===== config.mk =====
export PLATFORM = sky130hd
export DESIGN_NAME = charger_interrupt_mask_unit
export DESIGN_NICKNAME = d
export VERILOG_FILES = /design/src/irq_mask_pkg.sv /design/src/charger_interrupt_mask_unit.sv /design/src/status_sync.sv
export SDC_FILE = /design/constraint.sdc
export NUM_CORES = 1
export LEC_CHECK = 0
export BUFFER_PORTS_ARGS = -buffer_cell sky130_fd_sc_hd__buf_2
export CORE_UTILIZATION = 25
export CTS_BUF_LIST = sky130_fd_sc_hd__clkbuf_4
export CTS_CLUSTER_SIZE = 28
export DETAILED_ROUTE_END_ITERATION = 16
export PLACE_DENSITY_LB_ADDON = 0.2
export SYNTH_ARGS = -nofsm -noshare
export SYNTH_HDL_FRONTEND = slang
export SYNTH_SLANG_ARGS = --single-unit

===== constraint.sdc =====
create_clock -name REF_CLK -period 2.7 [get_ports REF_CLK]
set_input_delay 0 -clock REF_CLK [delete_from_list [all_inputs] [get_ports REF_CLK]]
set_output_delay 0 -clock REF_CLK [all_outputs]
set_load 0.01 [all_outputs]

===== src/irq_mask_pkg.sv =====
// Package: register map, field positions and types of the charger interrupt mask unit
package irq_mask_pkg;
  localparam logic [7:0] MASK_REG_ADDR   = 8'h06;
  localparam logic [7:0] MASK_REG_RESET  = 8'h00;
  localparam int         CHARGER_EN_BIT  = 7;
  localparam int         FAULT_EN_BIT    = 6;
  localparam int         SUPPLY_EN_BIT   = 5;
  localparam int         HOST_EN_BIT     = 4;
  localparam int         CAP_EN_BIT      = 3;
  localparam int         BROWNOUT_EN_BIT = 2;
  localparam int         BOOST_REQ_BIT   = 1;
  localparam int         SYNC_STAGES     = 3;

  // Analog status inputs, grouped by interrupt source
  typedef struct packed {
    logic [2:0] charger_status;
    logic       overvoltage_flag;
    logic       bad_cell_flag;
    logic       boost_fault_flag;
    logic       thermistor_overheat_flag;
    logic       usb_input_good;
    logic       adapter_input_good;
    logic       external_supply_good;
    logic       boost_running_flag;
    logic       id_pin_detected;
    logic       input_current_capped;
    logic       brownout_limit_flag;
  } status_t;

  localparam int STATUS_W = $bits(status_t);

  // Register port request
  typedef struct packed {
    logic       wr;
    logic       rd;
    logic [7:0] addr;
    logic [7:0] wdata;
  } reg_req_t;
endpackage


===== src/charger_interrupt_mask_unit.sv =====
// Top: interrupt enable byte, pending request and step-up regulator control
`timescale 1ns/1ps
module charger_interrupt_mask_unit (
  // Clock and reset
  input  wire logic                     REF_CLK,
  input  wire logic                     RST,
  // Register port
  input  wire irq_mask_pkg::reg_req_t   REG_REQ,
  output logic [7:0]                    REG_RDATA,
  output logic                          REG_RVALID,
  // Analog status and configuration
  input  wire irq_mask_pkg::status_t    STATUS_IN,
  input  wire logic                     ID_AUTOSTART_LOCKOUT,
  // Outputs
  output logic                          IRQ_N,
  output logic                          BOOST_ENABLE,
  output logic [7:0]                    MASK_OUT
);
  // Filtered status and its copy one cycle older
  irq_mask_pkg::status_t st;
  irq_mask_pkg::status_t st_prev_q;
  logic                  primed_q;
  // Mask byte, read answer and pending request
  logic [7:0]            mask_q;
  logic [7:0]            mask_d;
  logic [7:0]            rdata_d;
  logic                  pending_q;
  logic                  pending_d;
  // Register decode
  logic                  addr_hit;
  logic                  mask_wr;
  logic                  mask_rd;
  // Group enables from the mask byte
  logic                  en_charger;
  logic                  en_fault;
  logic                  en_supply;
  logic                  en_host;
  logic                  en_cap;
  logic                  en_brownout;
  // Any flag of a group moved since the last cycle
  logic                  mv_charger;
  logic                  mv_fault;
  logic                  mv_supply;
  logic                  mv_host;
  logic                  mv_cap;
  logic                  mv_brownout;
  // Enabled changes
  logic                  ev_charger;
  logic                  ev_fault;
  logic                  ev_supply;
  logic                  ev_host;
  logic                  ev_cap;
  logic                  ev_brownout;
  logic                  event_any;
  // Step-up regulator control
  logic                  lockout;
  logic                  input_powered;
  logic                  auto_start;
  logic                  boost_d;

  // Groups are padded to four flags so one compare serves them all
  function automatic logic moved(input logic [3:0] cur, input logic [3:0] old);
    moved = |(cur ^ old);
  endfunction

  // Status pins come from the analog side, outside this clock
  status_sync #(
    .W (irq_mask_pkg::STATUS_W)
  ) u_sync (
    .clk       (REF_CLK),
    .rst       (RST),
    .async_in  (STATUS_IN),
    .clean_out (st)
  );

  // Lockout pin is filtered like the status pins
  status_sync #(
    .W (1)
  ) u_lock_sync (
    .clk       (REF_CLK),
    .rst       (RST),
    .async_in  (ID_AUTOSTART_LOCKOUT),
    .clean_out (lockout)
  );

  assign addr_hit = (REG_REQ.addr == irq_mask_pkg::MASK_REG_ADDR);
  assign mask_wr  = REG_REQ.wr && addr_hit;
  assign mask_rd  = REG_REQ.rd && addr_hit;
  // Every bit is stored as written, none is reserved
  assign mask_d   = mask_wr ? REG_REQ.wdata : mask_q;
  // Unmapped reads answer zero rather than stale data
  assign rdata_d  = mask_rd ? mask_q : 8'h00;

  assign en_charger  = mask_q[irq_mask_pkg::CHARGER_EN_BIT];
  assign en_fault    = mask_q[irq_mask_pkg::FAULT_EN_BIT];
  assign en_supply   = mask_q[irq_mask_pkg::SUPPLY_EN_BIT];
  assign en_host     = mask_q[irq_mask_pkg::HOST_EN_BIT];
  assign en_cap      = mask_q[irq_mask_pkg::CAP_EN_BIT];
  assign en_brownout = mask_q[irq_mask_pkg::BROWNOUT_EN_BIT];

  assign mv_charger  = moved({1'h0, st.charger_status},
                             {1'h0, st_prev_q.charger_status});
  assign mv_fault    = moved({st.overvoltage_flag, st.bad_cell_flag,
                              st.boost_fault_flag, st.thermistor_overheat_flag},
                             {st_prev_q.overvoltage_flag, st_prev_q.bad_cell_flag,
                              st_prev_q.boost_fault_flag,
                              st_prev_q.thermistor_overheat_flag});
  assign mv_supply   = moved({1'h0, st.usb_input_good, st.adapter_input_good,
                              st.external_supply_good},
                             {1'h0, st_prev_q.usb_input_good,
                              st_prev_q.adapter_input_good,
                              st_prev_q.external_supply_good});
  assign mv_host     = moved({2'h0, st.boost_running_flag, st.id_pin_detected},
                             {2'h0, st_prev_q.boost_running_flag,
                              st_prev_q.id_pin_detected});
  assign mv_cap      = moved({3'h0, st.input_current_capped},
                             {3'h0, st_prev_q.input_current_capped});
  assign mv_brownout = moved({3'h0, st.brownout_limit_flag},
                             {3'h0, st_prev_q.brownout_limit_flag});

  assign ev_charger  = en_charger && mv_charger;
  assign ev_fault    = en_fault && mv_fault;
  assign ev_supply   = en_supply && mv_supply;
  assign ev_host     = en_host && mv_host;
  assign ev_cap      = en_cap && mv_cap;
  assign ev_brownout = en_brownout && mv_brownout;

  // No events until the first filtered sample has been taken
  assign event_any = primed_q && (ev_charger || ev_fault || ev_supply
                     || ev_host || ev_cap || ev_brownout);
  // Set wins over the clearing write so a coincident event is not lost
  assign pending_d = event_any ? 1'h1 : (mask_wr ? 1'h0 : pending_q);

  assign input_powered = st.usb_input_good || st.adapter_input_good;
  assign auto_start    = !lockout && st.id_pin_detected;
  assign boost_d       = !input_powered
                         && (mask_q[irq_mask_pkg::BOOST_REQ_BIT] || auto_start);

  always_ff @(posedge REF_CLK or posedge RST) begin
    if (RST) begin
      st_prev_q <= '0;
    end else begin
      st_prev_q <= st;
    end
  end

  always_ff @(posedge REF_CLK or posedge RST) begin
    if (RST) begin
      primed_q <= 1'h0;
    end else begin
      primed_q <= 1'h1;
    end
  end

  always_ff @(posedge REF_CLK or posedge RST) begin
    if (RST) begin
      pending_q <= 1'h0;
    end else begin
      pending_q <= pending_d;
    end
  end

  always_ff @(posedge REF_CLK or posedge RST) begin
    if (RST) begin
      mask_q <= irq_mask_pkg::MASK_REG_RESET;
    end else begin
      mask_q <= mask_d;
    end
  end

  always_ff @(posedge REF_CLK or posedge RST) begin
    if (RST) begin
      REG_RVALID <= 1'h0;
    end else begin
      REG_RVALID <= REG_REQ.rd;
    end
  end

  always_ff @(posedge REF_CLK or posedge RST) begin
    if (RST) begin
      REG_RDATA <= 8'h00;
    end else begin
      REG_RDATA <= rdata_d;
    end
  end

  // Taken from the next pending value so the pin follows without extra delay
  always_ff @(posedge REF_CLK or posedge RST) begin
    if (RST) begin
      IRQ_N <= 1'h1;
    end else begin
      IRQ_N <= !pending_d;
    end
  end

  always_ff @(posedge REF_CLK or posedge RST) begin
    if (RST) begin
      BOOST_ENABLE <= 1'h0;
    end else begin
      BOOST_ENABLE <= boost_d;
    end
  end

  always_ff @(posedge REF_CLK or posedge RST) begin
    if (RST) begin
      MASK_OUT <= irq_mask_pkg::MASK_REG_RESET;
    end else begin
      MASK_OUT <= mask_d;
    end
  end
endmodule


===== src/status_sync.sv =====
// Three-stage synchroniser with agreement filter for the analog status inputs
`timescale 1ns/1ps
module status_sync #(
  parameter int W = 1
) (
  input  wire logic         clk,
  input  wire logic         rst,
  input  wire logic [W-1:0] async_in,
  output logic      [W-1:0] clean_out
);
  logic [W-1:0] s1_q;
  logic [W-1:0] s2_q;
  logic [W-1:0] s3_q;
  logic [W-1:0] clean_d;

  // Only bits on which stages two and three agree may move
  assign clean_d = (s2_q & s3_q) | (clean_out & (s2_q | s3_q));

  always_ff @(posedge clk or posedge rst) begin
    if (rst) begin
      s1_q      <= '0;
      s2_q      <= '0;
      s3_q      <= '0;
      clean_out <= '0;
    end else begin
      s1_q      <= async_in;
      s2_q      <= s1_q;
      s3_q      <= s2_q;
      clean_out <= clean_d;
    end
  end
endmodule


# [After elaboration in Yosys (flattened, before gate mapping)]
# Cells that the tools add are included.
# W data, S select, Z words.
[totals] elab_cells=72 ff_bits=95
[classes] eq_ne=1 reduce_logical=27 n_bitwise=14 muxes=3
[op_table] op="$and A14 B14 Y14" n=2
[op_table] op="$or A14 B14 Y14" n=2
[op_table] op="$reduce_or A4 Y1" n=6
[op_table] op="$logic_and A1 B1 Y1" n=11
[op_table] op="$eq A8 B3 Y1 const B" n=1
[op_table] op="$mux W8" n=1
[op_table] op="$logic_or A1 B1 Y1" n=7
[op_table] op="$xor A3 B3 Y3" n=2
[op_table] op="$xor A4 B4 Y4" n=1
[op_table] op="$logic_not A1 Y1" n=3
[op_table] op="$and A1 B1 Y1" n=2
[op_table] op="$mux W1" n=2
[op_table] op="$or A1 B1 Y1" n=2
[op_table] op="$xor A1 B1 Y1" n=2
[op_table] op="$xor A2 B2 Y2" n=1

# [Longest topological paths before layout]
# Gate-level depths: netlist of the first run.
[depth] depth_word=11 depth_mapped=5

# [Cells and area by module]
# From an unflattened synthesis of the first run, not the netlist that was laid out.
[unflattened] cells_unflattened=163 area_unflattened_um2=2969.1
[modules_own_cells] module="status_sync (u_sync)" seq_area_each_um2=1401.3 area_each_um2=1562.7 cells_per_inst=71 n_inst=1
[modules_own_cells] module="charger_interrupt_mask_unit" seq_area_each_um2=877.1 area_each_um2=1291.2 cells_per_inst=86 n_inst=1
[modules_own_cells] module="status_sync (u_lock_sync)" seq_area_each_um2=100.1 area_each_um2=115.1 cells_per_inst=6 n_inst=1

# [Worst setup path before layout of the first run]
# Ideal clock, no wire load.
[synth_timing] path_type="register to register" from="register u_sync.clean_out[8]" to="register IRQ_N" period_less_slack_ps=1324 stages_incl_launch_ff=6 n_path_buf=0 arrival_ps=1255 required_time_ps=2631 path_slack_ps=1376 cell_sequence="dfrtp_1 xor2_1 o41ai_2 nand3_1 o21ai_1 a21boi_2"
[synth_via] elab_chain_len=11
[synth_rtl] item="start: declaration" line="status_sync.sv:9" text="output logic [W-1:0] clean_out"
[synth_rtl] item="start signal: assignment" line="status_sync.sv:29" text="clean_out <= clean_d;"
[synth_rtl] item="$xor A4 B4 Y4" line="charger_interrupt_mask_unit.sv:63" text="moved = |(cur ^ old);"
[synth_rtl] item="$reduce_or A4 Y1" line="charger_interrupt_mask_unit.sv:63"
[synth_rtl] item="$logic_and A1 B1 Y1" line="charger_interrupt_mask_unit.sv:122" text="assign ev_fault = en_fault && mv_fault;"
[synth_rtl] item="$logic_or A1 B1 Y1 (2 in a row)" line="charger_interrupt_mask_unit.sv:129" text="assign event_any = primed_q && (ev_charger || ev_fault || ev_supply"
[synth_rtl] item="$logic_or A1 B1 Y1 (3 in a row)" line="charger_interrupt_mask_unit.sv:130" text="|| ev_host || ev_cap || ev_brownout);"
[synth_rtl] item="$logic_and A1 B1 Y1" line="charger_interrupt_mask_unit.sv:129"
[synth_rtl] item="$mux W1" line="charger_interrupt_mask_unit.sv:132" text="assign pending_d = event_any ? 1'h1 : (mask_wr ? 1'h0 : pending_q);"
[synth_rtl] item="$logic_not A1 Y1" line="charger_interrupt_mask_unit.sv:192" text="IRQ_N <= !pending_d;"
[synth_rtl] item="end signal: assignment" line="charger_interrupt_mask_unit.sv:192"
[synth_rtl] item="end: declaration" line="charger_interrupt_mask_unit.sv:15" text="output logic IRQ_N,"
# Every way passes these cells.
# A chain may end at the register's enable or synchronous reset.

# [Worst setup path after layout of the first run]
# Same ends and word-level chain as after synthesis.

==> results of run 1 <==
-- power by group through the flow --
stage / registers [mW] / clock network [mW] / logic [mW]
3_3_place_gp: 1.59 / 0 / 0.148
3_5_place_dp: 1.59 / 0 / 0.149
5_1_grt: 1.57 / 0.836 / 0.197
4_1_cts: 1.56 / 0.784 / 0.179
6_report: 1.56 / 0.728 / 0.173
2_1_floorplan: 1.58 / 0 / 0.0875
-- Yosys cell counts (2+ instances only) --
| cell | n |
|---|---|
| dfrtp_1 | 94 |
| maj3_1 | 15 |
| and2_1 | 8 |
| mux2_2 | 8 |
| xor2_1 | 8 |
| xnor2_1 | 6 |
| nand3_1 | 3 |
| inv_1 | 2 |
| nand2_1 | 2 |
-- registers in the layout, summed over array words and instances, names as in the netlist --
register and count:
BOOST_ENABLE 1, IRQ_N 1, REG_RDATA 8, REG_RVALID 1, mask_q 8, pending_q 1
primed_q 1, st_prev_q 14, u_lock_sync.clean_out 1, u_lock_sync.s1_q 1, u_lock_sync.s2_q 1, u_lock_sync.s3_q 1
u_sync.clean_out 14, u_sync.s1_q 14, u_sync.s2_q 14, u_sync.s3_q 14
-- per-layer routing --
metal  global-route usage  vias to the layer above  part of all wire
met5                    0                        -                 0
met4               0.0667                        0             0.034
met3               0.0231                       12             0.047
met2                0.120                       43              0.45
met1                0.112                      701              0.47
li1                     -                      720                 -
-- how the worst max path moves through the flow --
| stage | from | end | slack (ps) | depth (start not counted) |
|---|---|---|---|---|
| after floorplan | RST | BOOST_ENABLE | 220 | 1 |
| after global placement | u_sync.clean_out[8] | IRQ_N | 1310 | 5 |
| after detailed placement | u_sync.clean_out[8] | IRQ_N | 1240 | 5 |
| after CTS | u_sync.clean_out[8] | IRQ_N | 1230 | 5 |
| after global routing | u_sync.clean_out[8] | IRQ_N | 1130 | 5 |
| final | u_sync.clean_out[8] | IRQ_N | 1250 | 5 |
-- worst max-delay path, delay by kind of cell (launching register included) --
family,cells,cell delay (ps)
xor+xnor,1,180
flops,1,430
simple gates,1,120
compound gates,3,660
-- final cells by class --
class | instances | area share
multi-input cells | 63 | 0.146
repair buffers | 80 | 0.144
inverters | 2 | 0.00264
flip-flops and latches | 95 | 0.626
diodes | 1 | 0.000659
clock buffers | 9 | 0.0178
clock inverters | 6 | 0.0165
well taps | 143 | 0.0471
-- logic make-up after synthesis --
family	synth area share
xor+xnor	0.0417
buf+inv	0.00256
simple gates	0.0434
mux	0.0307
fa+ha+maj	0.0511
compound gates	0.0200
flops	0.809
other cells	0.00128
-- stage by stage --
| step | area, um2 | utilization |
|---|---|---|
| 6_report | 3800 | 0.333 |
| 4_1_cts | 3800 | 0.332 |
| 3_5_place_dp | 3410 | 0.298 |
| 5_1_grt | 3800 | 0.333 |
| 2_1_floorplan | 2940 | - |
| 3_3_place_gp | 3410 | 0.298 |
==> impl_metrics.json, run 1 <==
{
  "cell_at_the_root_of_the_clock_tree": "clkbuf_4",
  "setup_viol_count_final": 0,
  "final.setup.worst_slack_ps": 1250,
  "ir_drop_v": 0.000279,
  "power.share.sequential": 0.634,
  "timing.rr.start": "u_sync.clean_out[8]",
  "timing.critical_path.cells": "xor2_1 -> o41ai_2 -> nand3_1 -> o21ai_1 -> a21boi_2",
  "drt_pass1_iterations": 3,
  "endpoint_kind": "register",
  "holdBufCountCts": 26,
  "drc": 0,
  "num_cts_buffers": 9,
  "hold_path.startpoint": "REG_REQ[14]",
  "most_area_hungry_cell_type_in_the_yosys_netlist": "dfrtp_1",
  "grt_start_max_net_pins": 60,
  "grtUsageTotal": 0.0855,
  "grt_setup_unrepaired": "no",
  "max_stage_delay_ps": 430,
  "final_non_filler_cell_total": 399,
  "synthesis.area_per_instance_um2": 18.4,
  "first_global_vias": 1517,
  "worst_r2r_endpoint": "IRQ_N",
  "count_of_clock_tree_sinks": 95,
  "full_die_area_um2": 12200,
  "power.internal_mw": 1.88,
  "p_sw_mw": 0.578,
  "clk_pin_slew_worst_setup_hold_paths_ps": 140,
  "r2r_slack_ps": 1250,
  "nNetsFinal": 286,
  "post_synthesis_instance_area_um2": 2940,
  "critical-path-slowest-cell": "dfrtp_1",
  "layout_min_cycle_time_ps": 1450,
  "worst_slew_pin_slew_ps": 727,
  "detail-route-antenna-nets": 0,
  "avgRoutedWirePerCell_um": 11.7,
  "netlist.area_leader.share": 0.800,
  "syn_nets": 195,
  "pre_cts_slack_ps": 1240,
  "status": "complete, no violations",
  "timing.reg2reg.worst_path_depth": 5,
  "finClkSkew_ps": 9.52,
  "totalNegativeSetupSlack_ps": 0,
  "total_leakage_power_nw": 1.77,
  "wire_length_of_the_first_global_routing_pass_um": 7790,
  "cp.required_ps": 3060,
  "tightest_hold_margin_ps": 43.8,
  "clock_share_of_power": 0.296,
  "timing_hold_violations_final": 0,
  "cts_tree": "yes",
  "ys_seq_elements": 95,
  "final_common_cell": "dfrtp_1",
  "ys_async_sr_fraction": 1.00,
  "synth-main-ff-cell": "dfrtp_1",
  "timing.max_cap.violations": 0,
  "worst_hold_path.endpoint": "IRQ_N",
  "detailroute.via_count": 1476,
  "wirelength_um": 4670,
  "rows": 39,
  "coreArea_um2": 11400,
  "top_level_ports": 54,
  "netlist_top_cells_area": "dfrtp_1 (80%), maj3_1 (5.1%), mux2_2 (3.1%), xor2_1 (2.4%), xnor2_1 (1.8%)",
  "drt_iter0_drc": 60,
  "initial_utilization": 0.257,
  "power_frac_comb": 0.070,
  "area_occupied_by_registers_um2": 2380,
  "fmaxAchievable_mhz": 691,
  "average_vias_per_placed_instance": 3.70,
  "hold_path_class": "primary input to register",
  "yosys.cell_types.count": 23,
  "critical_path_peak_fanout": 3,
  "cts.htree.levels": 3,
  "worst_slew_margin_rel": 0.515,
  "timing.critical_path.arrival_ps": 1810,
  "synth_warnings": 0,
  "die_height_um": 110,
  "pwr_density_cell_nw_per_um2": 648,
  "maxSlewViolCount": 0,
  "antenna_found_initial": 1,
  "synthToLayoutAreaGrowth_pct": 29.2,
  "netlist_instances": 160,
  "overflow": 0,
  "proportion_of_synthesized_chip_area_in_sequential_cells": 0.809,
  "ctsLongestPathBuffers": 2,
  "io_buffers": 53,
  "gp_congestion": 0.648,
  "worstHoldPathCells": 4,
  "post_cts_resized": 0,
  "nFillCells": 1129,
  "crit_path_start_kind": "register",
  "dp_hpwl_um": 2910,
  "cts.repair_timing.setup_buffer_count": 0,
  "power.share.switching": 0.235,
  "layout_common_cells": "dfrtp_1 (94), buf_2 (53), dlygate4sd3_1 (26), maj3_1 (15), clkbuf_4 (9)",
  "worst-setup-path-type": "register to register",
  "count_of_flip_flops_with_a_built_in_enable_after_synthesis": 0,
  "fp.dieW_um": 110,
  "post-layout-total-power_mw": 2.46,
  "layout_worst_path_cycle_share": 0.536,
  "dp_cells": 357,
  "multiInputGateArea_um2": 553,
  "drive_gt1_frac": 0.322,
  "clk_latency_ps": 420
}
Note: power is estimated with default switching activity, not from simulation.
==> inputs of run 2 (changes only) <==
- clock period: 2.7 -> 1.3 ns (I/O delays scaled with it)
==> run 2 against run 1 <==
Net effect: the run now ends with setup timing left; worst setup slack worse by 1300 ps; clock skew is 8.6 ps higher; critical path depth stayed put; via count is 6.2% higher; total power is 110% higher; largest power group unchanged.
==> impl_metrics.json, run 2 (synthesis results as in run 1) <==
{
  "status": "finished, violations left",
  "violations": "setup timing",
  "antenna_found_initial": 0,
  "gr-usage-met1": 0.112,
  "timing.rr.start": "u_sync.clean_out[10]",
  "critical-path-slowest-cell": "dfrtp_1",
  "timing_hold_violations_final": 0,
  "endpoint_kind": "register",
  "full_die_area_um2": 12200,
  "clk_pin_slew_worst_setup_hold_paths_ps": 140,
  "busiest_layer_in_global_routing": "met2",
  "maxSlewViolCount": 0,
  "die_height_um": 110,
  "final.setup.worst_slack_ps": -81.0,
  "drt_iter0_drc": 50,
  "dp_hpwl_um": 2890,
  "count_of_clock_tree_sinks": 95,
  "overflow": 0,
  "gp_congestion": 0.673,
  "global_route.usage.met2": 0.125,
  "dp_cells": 371,
  "timing.critical_path.arrival_ps": 1770,
  "wirelength_um": 4740,
  "groute.layer.met3.usage": 0.0390,
  "grt_start_max_net_pins": 96,
  "final_non_filler_cell_total": 415,
  "total_leakage_power_nw": 1.84,
  "coreArea_um2": 11400,
  "average_vias_per_placed_instance": 3.78,
  "cts.htree.levels": 3,
  "drc": 0,
  "drive_gt1_frac": 0.368,
  "clk_latency_ps": 440,
  "cp.required_ps": 1690,
  "ir_drop_v": 0.000621,
  "avgRoutedWirePerCell_um": 11.4,
  "critical_path_peak_fanout": 2,
  "first_global_vias": 1665,
  "pwr_density_cell_nw_per_um2": 1330,
  "fp.dieW_um": 110,
  "cell_at_the_root_of_the_clock_tree": "clkbuf_4",
  "hold_path_class": "primary input to register",
  "detail-route-antenna-nets": 0,
  "worst-setup-path-type": "register to register",
  "pre_cts_slack_ps": -102,
  "grt_setup_unrepaired": "yes",
  "final_common_cell": "dfrtp_1",
  "timing.critical_path.cells": "xor2_1 -> o41ai_2 -> nand3_1 -> o21ai_2 -> a21boi_2",
  "num_cts_buffers": 9,
  "ctsLongestPathBuffers": 2,
  "timing.max_cap.violations": 0,
  "synthToLayoutAreaGrowth_pct": 33.7,
  "antenna_cells_inserted": 0,
  "io_buffers": 53,
  "setup_viol_count_final": 2,
  "layout_common_cells": "dfrtp_1 (94), buf_2 (53), dlygate4sd3_1 (27), maj3_1 (15), buf_4 (15)",
  "crit_path_start": "u_sync.clean_out[10]",
  "crit_path_start_kind": "register",
  "fmaxAchievable_mhz": 724,
  "finClkSkew_ps": 18.1,
  "wire_length_of_the_first_global_routing_pass_um": 8080,
  "rows": 39,
  "detailroute.via_count": 1567,
  "totalNegativeSetupSlack_ps": -109,
  "cts_tree": "yes",
  "grtUsageTotal": 0.0879,
  "hold_path.startpoint": "REG_REQ[14]",
  "initial_utilization": 0.257,
  "layout_min_cycle_time_ps": 1380,
  "drt_pass1_iterations": 4,
  "max_stage_delay_ps": 410,
  "top_level_ports": 54,
  "nNetsFinal": 302,
  "layout_worst_path_cycle_share": 1.06
}
[run 2: worst max-delay path, delay by kind of cell (launching register included)]
kind | cells | cell delay [ps]
xor gates and xnor gates | 1 | 150
DFF | 1 | 410
and+or+nand+nor | 1 | 130
AOI/OAI and AO/OA | 3 | 640
[run 2: final cells by class]
| cell class | count | area [um2] |
|---|---|---|
| clock buffer | 10 | 75.1 |
| clock inverter | 6 | 60.1 |
| fill | 1143 | 7490 |
| timing repair buffer | 96 | 668 |
| inverter | 2 | 11.3 |
| sequential | 95 | 2380 |
| tap | 143 | 179 |
| multi-input combinational | 63 | 557 |
[run 2: per-stage QoR]
| stage | hold WS, ps | util | area, um2 | power, mW |
|---|---|---|---|---|
| finish | 128 | 0.344 | 3930 | 5.21 |
| global route | 129 | 0.344 | 3930 | 5.49 |
| CTS | 78.7 | 0.344 | 3930 | 5.34 |
| detailed placement | 109 | 0.308 | 3510 | 3.67 |
| global placement | 108 | 0.308 | 3510 | 3.66 |
| floorplan | 31.4 | - | 2940 | 3.47 |
[run 2: what timing repair did]
item	CTS	global route
resized for setup	0	1
hold buffers	27	0
endpoints found under the setup margin	2	2
setup buffers	1	0
endpoints found under the hold margin	120	0
gates cloned	0	0
[run 2: path summary, 6_finish.rpt]
check	end	slack (ps)	cells past startpoint
hold / removal	pending_q	130	6
min in group asynchronous	REG_RDATA[7]	240	4
setup reg to reg	IRQ_N	-80	5
hold reg to reg	u_sync.s2_q[5]	360	0
setup / recovery	IRQ_N	-80	5
max in group asynchronous	IRQ_N	690	4
[run 2: report_power, final]
| part | total (mW) | switching [mW] | internal [mW] | leakage, nW |
|---|---|---|---|---|
| combinational | 0.435 | 0.179 | 0.257 | 0.628 |
| sequential | 3.23 | 0.0896 | 3.14 | 1.14 |
| clock | 1.55 | 0.949 | 0.603 | 0.0742 |
| total | 5.21 | 1.22 | 4.00 | 1.84 |
[run 2: per-layer routing]
layer	routed length (um)	vias up
met2	2060	50
met4	111	0
met3	278	12
met5	0	-
li1	-	744
met1	2290	761
